**src/inc/cond_branch_regs.vh**
```
// Purpose: constants for the conditional branch unit
// Assumes: status flag order C,Z,N,V,S,H,T,I in bits 0..7
// Notes: How it works list follows
// How it works
// - Same-or-higher and carry-clear branches jump only when carry is zero.
// - Unsigned-lower branch jumps only when carry is one.
// - Negative branch jumps only when negative flag is one.
// - Non-negative branch jumps only when negative flag is zero.
// - Signed greater-or-equal jumps only when N xor V is zero.
// - Signed less-than jumps only when N xor V is one.
// - Half-carry-set branch jumps only when half-carry is one.
// - Half-carry-clear branch jumps only when half-carry is zero.
// - Transfer-bit-set branch jumps only when transfer bit is one.
`ifndef COND_BRANCH_REGS_VH
`define COND_BRANCH_REGS_VH
`define FLAG_C 0
`define FLAG_N 2
`define FLAG_V 3
`define FLAG_H 5
`define FLAG_T 6
`define COND_NONE         4'h0
`define COND_CARRY_CLEAR  4'h1
`define COND_SAME_HIGHER  4'h2
`define COND_UNS_LOWER    4'h3
`define COND_NEGATIVE     4'h4
`define COND_NON_NEG      4'h5
`define COND_SIGNED_GE    4'h6
`define COND_SIGNED_LESS  4'h7
`define COND_HALF_SET     4'h8
`define COND_HALF_CLEAR   4'h9
`define COND_TBIT_SET     4'hA
`define PC_RESET          16'h0000
`endif

```
**src/logic/conditional_branch_unit.v**
```verilog
// Purpose: execute flag-conditioned relative branches, owning the program counter
// Assumes: decoder pulses branch_valid_i with cond and offset for one cycle
// Notes: status flags are only read, never written
`default_nettype none
`include "cond_branch_regs.vh"
module conditional_branch_unit #(
   parameter PC_W  = 16,
   parameter OFF_W = 7
) (
   input  wire              core_clk_i,
   input  wire              reset_n_i,
   input  wire              advance_i,
   input  wire              branch_valid_i,
   input  wire [3:0]        cond_i,
   input  wire [OFF_W-1:0]  offset_i,
   input  wire [7:0]        flags_i,
   output reg  [PC_W-1:0]   pc_o,
   output reg               busy_o,
   output reg               taken_o,
   output reg               done_o
);
   // State codes and constants
   localparam ST_IDLE = 1'b0;
   localparam ST_JUMP = 1'b1;
   localparam [PC_W-1:0] PC_INIT = `PC_RESET;
   localparam [PC_W-1:0] PC_ONE  = {{(PC_W-1){1'b0}}, 1'b1};

   // Registered state
   reg             state;
   reg  [PC_W-1:0] target;

   // Next values
   reg             next_state;
   reg  [PC_W-1:0] next_pc;
   reg  [PC_W-1:0] next_target;
   reg             next_busy;
   reg             next_taken;
   reg             next_done;

   // Request decode
   wire            cond_true;
   wire            req_accept;
   wire            req_jump;
   wire            req_skip;
   wire            step_only;
   wire [PC_W-1:0] offset_ext;
   wire [PC_W-1:0] pc_offset;
   wire [PC_W-1:0] jump_target;
   wire [PC_W-1:0] pc_seq;

   // Program counter plus one, wrapping
   function [PC_W-1:0] incr_pc;
      input [PC_W-1:0] value;
      begin
         incr_pc = value + PC_ONE;
      end
   endfunction

   // High when a new request may be taken
   function is_idle;
      input st;
      begin
         is_idle = (st == ST_IDLE);
      end
   endfunction

   branch_cond_eval u_eval (
      .cond_i  (cond_i),
      .flags_i (flags_i),
      .taken_o (cond_true)
   );

   // sign extension
   // Low bits copied, high bits repeat the sign
   genvar g;
   generate
      for (g = 0; g < PC_W; g = g + 1) begin : g_ext
         if (g < OFF_W) begin : g_low
            assign offset_ext[g] = offset_i[g];
         end else begin : g_high
            assign offset_ext[g] = offset_i[OFF_W-1];
         end
      end
   endgenerate

   // Requests while busy are dropped silently
   assign req_accept  = branch_valid_i & is_idle(state);
   assign req_jump    = req_accept & cond_true;
   assign req_skip    = req_accept & ~cond_true;
   // Plain step only when no branch is present
   assign step_only   = ~branch_valid_i & advance_i & is_idle(state);
   assign pc_seq      = incr_pc(pc_o);
   assign pc_offset   = pc_o + offset_ext;
   assign jump_target = incr_pc(pc_offset);

   // one cycle skip, two cycle jump
   always @* begin
      next_state = state;
      case (state)
         ST_IDLE: begin
            if (req_jump) begin
               next_state = ST_JUMP;
            end else begin
               next_state = ST_IDLE;
            end
         end
         // Second cycle always returns to idle
         ST_JUMP: begin
            next_state = ST_IDLE;
         end
         default: begin
            next_state = ST_IDLE;
         end
      endcase
   end

   // Program counter and held jump target
   always @* begin
      next_pc     = pc_o;
      next_target = target;
      case (state)
         ST_IDLE: begin
            if (req_jump) begin
               next_target = jump_target;
            end else if (req_skip) begin
               next_pc = pc_seq;
            end else if (step_only) begin
               next_pc = pc_seq;
            end else begin
               next_pc = pc_o;
            end
         end
         // Jump lands two cycles after acceptance
         ST_JUMP: begin
            next_pc = target;
         end
         default: begin
            next_pc     = pc_o;
            next_target = target;
         end
      endcase
   end

   // Busy, taken and done pulses
   always @* begin
      next_busy  = 1'b0;
      next_taken = 1'b0;
      next_done  = 1'b0;
      case (state)
         // Done pulses once per branch
         ST_IDLE: begin
            next_busy = req_jump;
            next_done = req_skip;
         end
         ST_JUMP: begin
            next_taken = 1'b1;
            next_done  = 1'b1;
         end
         default: begin
            next_busy  = 1'b0;
            next_taken = 1'b0;
            next_done  = 1'b0;
         end
      endcase
   end

   // One process per register, outputs straight from flops
   // Sequencer state
   always @(posedge core_clk_i or negedge reset_n_i) begin
      if (!reset_n_i) begin
         state <= ST_IDLE;
      end else begin
         state <= next_state;
      end
   end

   // Program counter
   always @(posedge core_clk_i or negedge reset_n_i) begin
      if (!reset_n_i) begin
         pc_o <= PC_INIT;
      end else begin
         pc_o <= next_pc;
      end
   end

   // Held jump target
   always @(posedge core_clk_i or negedge reset_n_i) begin
      if (!reset_n_i) begin
         target <= PC_INIT;
      end else begin
         target <= next_target;
      end
   end

   // Busy during the jump cycle
   always @(posedge core_clk_i or negedge reset_n_i) begin
      if (!reset_n_i) begin
         busy_o <= 1'b0;
      end else begin
         busy_o <= next_busy;
      end
   end

   // Taken pulse with the target load
   always @(posedge core_clk_i or negedge reset_n_i) begin
      if (!reset_n_i) begin
         taken_o <= 1'b0;
      end else begin
         taken_o <= next_taken;
      end
   end

   // Done pulse at the end of every branch
   always @(posedge core_clk_i or negedge reset_n_i) begin
      if (!reset_n_i) begin
         done_o <= 1'b0;
      end else begin
         done_o <= next_done;
      end
   end

endmodule // conditional_branch_unit
`default_nettype wire

```
**src/logic/branch_cond_eval.v**
```verilog
// Purpose: decide whether a conditional branch is taken
// Assumes: flags come from the status register, same clock
// Notes: purely combinational
`default_nettype none
`include "cond_branch_regs.vh"
module branch_cond_eval (
   input  wire [3:0] cond_i,
   input  wire [7:0] flags_i,
   output reg        taken_o
);
   wire c = flags_i[`FLAG_C];
   wire n = flags_i[`FLAG_N];
   wire v = flags_i[`FLAG_V];
   wire h = flags_i[`FLAG_H];
   wire t = flags_i[`FLAG_T];
   always @* begin
      case (cond_i)
         `COND_CARRY_CLEAR,
         `COND_SAME_HIGHER: taken_o = ~c;
         `COND_UNS_LOWER:   taken_o = c;
         `COND_NEGATIVE:    taken_o = n;
         `COND_NON_NEG:     taken_o = ~n;
         `COND_SIGNED_GE:   taken_o = ~(n ^ v);
         `COND_SIGNED_LESS: taken_o = n ^ v;
         `COND_HALF_SET:    taken_o = h;
         `COND_HALF_CLEAR:  taken_o = ~h;
         `COND_TBIT_SET:    taken_o = t;
         default:           taken_o = 1'b0;
      endcase
   end
endmodule // branch_cond_eval
`default_nettype wire

```
**config.mk**
```make
export PLATFORM = sky130hd
export DESIGN_NAME = conditional_branch_unit
export DESIGN_NICKNAME = d
export VERILOG_FILES = /design/src/logic/conditional_branch_unit.v /design/src/logic/branch_cond_eval.v
export VERILOG_INCLUDE_DIRS = /design/src /design/src/inc
export SDC_FILE = /design/constraint.sdc
export NUM_CORES = 1
export LEC_CHECK = 0
export BUFFER_PORTS_ARGS = -buffer_cell sky130_fd_sc_hd__buf_2
export CORE_MARGIN = 8
export CORE_UTILIZATION = 35
export DETAILED_ROUTE_END_ITERATION = 8
export GPL_TIMING_DRIVEN = 0
export REMOVE_ABC_BUFFERS = 1
export SLEW_MARGIN = 40
export SYNTH_ARGS = -nofsm -noshare
export SYNTH_HDL_FRONTEND = slang
export SYNTH_HIERARCHICAL = 1
export SYNTH_SLANG_ARGS = --single-unit
```
**constraint.sdc**
```tcl
create_clock -name core_clk_i -period 2.6 [get_ports core_clk_i]
set_clock_uncertainty 0.05 [all_clocks]
set_input_delay 0.13 -clock core_clk_i [delete_from_list [all_inputs] [get_ports core_clk_i]]
set_output_delay 0.13 -clock core_clk_i [all_outputs]
set_load 0.005 [all_outputs]
```
Yosys cells after proc, flatten, opt, wreduce, memory -nomap -nowiden. Cells that the tools add are included.

Bits in registers: 36. Bits of input ports: 23. Output and inout port bits: 19.

Equal/unequal tests: 12. $add $sub $neg: 3. Reductions and logical operators: 3. Bitwise operators: 13. Multiplexer cells: 10.

Operators with widths (count): 2-to-1 mux 16 bit (3); adder 16 x 1 -> 16 bit (second input constant) (2); one-hot mux 16 bit (2 select lines) (1); adder 16 bit (1); equality test 4 x 3 -> 1 bit (second input constant) (4); equality test 4 bit (second input constant) (3); one-hot mux 1 bit (9 select lines) (1); equality test 4 x 2 -> 1 bit (second input constant) (2); NOT 1 bit (7); AND 1 bit (5); equality test 4 x 1 -> 1 bit (second input constant) (1); one-hot mux 1 bit (2 select lines) (2); AND reduction 2 bit (2); 2-to-1 mux 1 bit (3); != test 3 bit (second input constant) (1); != test 2 bit (second input constant) (1); OR reduction 2 bit (1); bitwise XOR 1 bit (1).

Logic depth before layout (Yosys ltp).
Depth after elaboration: 8. Gate-level depth with buffers: 10. Gate-level depth less buffers: 10.

Modules after synthesis. Netlist, hierarchy kept.

Modules (own cells, without submodules): conditional_branch_unit (seq. area each 875.8 um^2, instances 1, cells each 269, area each 2312.2 um^2); branch_cond_eval (seq. area each 0.0 um^2, instances 1, cells each 17, area each 132.6 um^2).

Worst setup path after synthesis. No wires, ideal clock.

Path kind: register to register. Start point: reg pc_o[0]. End point: reg target[14]. Arrival: 2.017 ns. Slack: 0.403 ns. Stages on the path, launching flop included: 11. Buffers on the path: 0. Cell sequence: dfrtp_1 -> inv_1 -> ha_1 -> inv_1 -> fa_1 -> a21oi_1 -> o211ai_1 -> a221oi_2 -> a21oi_1 -> xnor2_1 -> o21ai_1.

Word-level cells in the longest chain between the ends: 2.

RTL lines: from (decl) (RTL line conditional_branch_unit.v:17) `output reg [PC_W-1:0] pc_o,`; from (signal assigned) (RTL line conditional_branch_unit.v:182) `pc_o <= next_pc;`; adder 16 bit (RTL line conditional_branch_unit.v:93) `assign pc_offset = pc_o + offset_ext;`; adder 16 x 1 -> 16 bit (RTL line conditional_branch_unit.v:55) `incr_pc = value + PC_ONE;`; to (signal assigned) (RTL line conditional_branch_unit.v:191) `target <= next_target;`; to (decl) (RTL line conditional_branch_unit.v:30) `reg [PC_W-1:0] target;`.

Every way passes these cells. A chain may end at the register's enable or synchronous reset.

Worst setup path in the final report. Same ends and word-level chain as after synthesis.

==> results.toml <==
[finish]
fin_cells = 419
num_antenna_cells = 0
syn2layout_area_growth_pct = 17.2
nNetsFinal = 362
final_area_um2 = 2870
drive_above_1_share_pct = 18.0
finish.utilization_pct = 42.2

[place]
hpwl_um = 4660
place_ws_ns = 0.114
placed_area_um2 = 2740
dp.cells = 410
portBuffers = 38
gp_congestion = 0.810

[logic_synthesis]
synth_top_cell_area_share_pct = 35.8
synth-edff-count = 0
synth_flop_cell = "dfrtp_1"
synth_compound_area_share_pct = 27.0
ys_async_sr_fraction_pct = 100
synth_most_common_cell = "dfrtp_1"
synth.cell_area_um2 = 2440
synth-seq-cells = 35
yosysTopAreaCell = "dfrtp_1"
syn_area_per_cell_um2 = 8.55
yosysWarnings = 6
yosys-top-cells-area = "dfrtp_1 36%, ha_1 8.2%, a21oi_1 5.9%"
synthCells = 286
synth_common_cells = "35 x dfrtp_1, 31 x nand2_1, 29 x a21oi_1, 29 x o21ai_0, 18 x nor2_1"
synth_mux_area_share_pct = 1.23
yosysSeqAreaShare_pct = 35.8
synth_simple_gate_area_share_pct = 17.6
synth_top_family_by_area = "compound AO/OA/AOI/OAI gates"
synthXorXnorAreaFrac_pct = 5.32
synthAdderAreaFrac_pct = 9.01
ys_types = 52

[global_route]
grt_pass1_wl_um = 10900
grt_start_max_net_pins = 34
antenna_found_initial = 0
use_met3_pct = 3.21
use_met2_pct = 21.1
grt-ovfl-total = 0
grt_busiest_layer = "met2"
grt_util_met1_pct = 17.7
track_usage_pct = 13.4
grt_pass1_vias = 2291

[sta]
max_freq_mhz = 407
fin_crit_sh_pct = 94.5
setup_ws_ns = 0.144
worstMarginPinSlew_ns = 0.527
drv_slew = 0
fin_crit_ns = 2.46
max_slew_margin_pct = 64.8
setup_viol = 0
grt_setup_unrepaired = "false"
hold_violations = 0

[clock_tree]
htree_levels = 2
cts_tree = "done"
cts_root_buf = "clkbuf_8"
clock_sinks = 35
clkTransAtPathRegs_ns = 0.07
clockBufferDepth = 2
cts_buffers = 5
cts_setup_buffers = 0
clk_latency_ns = 0.29

[worst_hold_path]
holdPathEnd = "target[0]"
hold_start = "offset_i[0]"
min_path_type = "primary input to register"
hold_depth = 4

[power_and_ir_drop]
leakage_nw = 1.30
p_per_area_nw_per_um2 = 1010
ir_drop_v = 0.000536

[critical_path]
ff2ff_path_depth = 10
critical_path_class = "register to register"
critPathRequiredTime_ns = 2.72
rr_endpoint = "target[14]"
end_kind = "register"
r2r-start = "pc_o[0]"
arrival_ns = 2.58
crit_chain = "inv_1 > ha_1 > inv_1 > fa_1 > a21oi_2 > o211ai_1 > a221oi_2 > a21oi_1 > xnor2_1 > o21ai_1"
crit_top_cell = "inv_1"
reg2reg_setup_slack_ns = 0.14
start_kind = "register"
worstPathMaxFanout = 7
cp_slowest_cell = "dfrtp_1"
max_stage_delay_ns = 0.46

[drt]
first_iter_violations = 94
firstDrtPassIters = 4
dr_total_vias = 2243
drc_errors = 0
wirelength_um = 6340
avgViaCountPerCell = 5.35
ant_nets = 0
post_drt_wl_per_cell_um = 15.1

[floorplan]
fp.dieH_um = 99.6
coreArea_um2 = 6790
die_area_um2 = 9920
start_util_pct = 36.0
row_count = 30
io_pins = 42
dieWidth_um = 99.6

[run_status]
run_status = "complete, no violations"

[job]
cap_violations = 0
[critical path: cells and delay by family (launching register included)]
family          cells  cell delay (ns)
compound gates      5             0.90
fa+ha+maj           2             0.62
buf+inv             2             0.15
xor+xnor            1             0.17
flops               1             0.46
[kinds of logic after synthesis]
family / Yosys count
mux: 3
compound gates: 105
buf+inv: 23
flops: 35
xor+xnor: 14
fa+ha+maj: 17
simple gates: 89
[flip-flops by register name, summed over array words and instances (netlist names)]
name     flops
pc_o        16
target      16
busy_o       1
done_o       1
taken_o      1
[metal layers]
metal	share of wire [%]	wire, um	vias to the layer above
met2	45	2840	53
met1	50	3160	1067
li1	-	-	1121
met5	0	0	-
met4	0.17	11	0
met3	5.2	329	2
[how the worst max path moves through the flow]
stage                       start         end  slack, ns  cells after the start
after floorplan            busy_o   target[9]       0.20                      5
after global placement     busy_o   target[9]      -0.73                      5
after detailed placement   busy_o  target[15]       0.11                      6
after CTS                  busy_o  target[15]       0.09                      6
after global routing      pc_o[0]  target[14]       0.03                     10
final                     pc_o[0]  target[14]       0.14                     10
[through the flow]
step / hold WS [ns] / setup TNS, ns / total power, mW
global route: 0.213 / 0 / 3.18
floorplan: -0.216 / 0 / 2.01
CTS: 0.163 / 0 / 2.92
finish: 0.179 / 0 / 2.90
detailed placement: 0.0479 / 0 / 2.47
global placement: 0.225 / -7.27 / 2.42
[what timing repair did]
action,CTS,global route
hold endpoints to repair,15,0
setup endpoints to repair,0,4
gates resized for setup,0,2
hold buffers,1,0
[placed cells by master (no fill, tap or decap), types with 2 or more instances in the layout]
cell       count
o22a_1         2
o31ai_1        2
nor3b_1        2
xor2_1         5
nor3_1         6
mux2i_1        3
o22ai_1        5
o21a_1         3
o2111ai_1      2
xnor2_1        8
o21ai_1        2
nor2b_1        2
a31o_2         3
nand3_1       13
nand4_1        4
a21oi_1       27
clkbuf_8       7
dfrtp_1       34
buf_2         38
nand2_1       31
o21ai_0       29
nor2_1        18
and3_1         4
a22oi_1        4
inv_1         11
a31oi_1        3
a2bb2oi_1      2
ha_1          16
o21bai_1       3
a21o_1         7
[power breakdown]
part | switching, mW | leakage (nW) | internal (mW) | total, mW
clock network | 0.194 | 0.0515 | 0.242 | 0.436
logic | 0.775 | 0.823 | 0.642 | 1.42
registers | 0.269 | 0.430 | 0.780 | 1.05
total | 1.24 | 1.30 | 1.66 | 2.90
[final cells by class]
| cell class | instances | area, um2 |
|---|---|---|
| clock buffers | 8 | 100 |
| fillers | 702 | 3930 |
| inverters | 12 | 45.0 |
| multi-input cells | 228 | 1500 |
| flip-flops and latches | 35 | 877 |
| well taps | 96 | 120 |
| repair buffers | 40 | 228 |
Note: power is estimated with default switching activity, not from simulation.
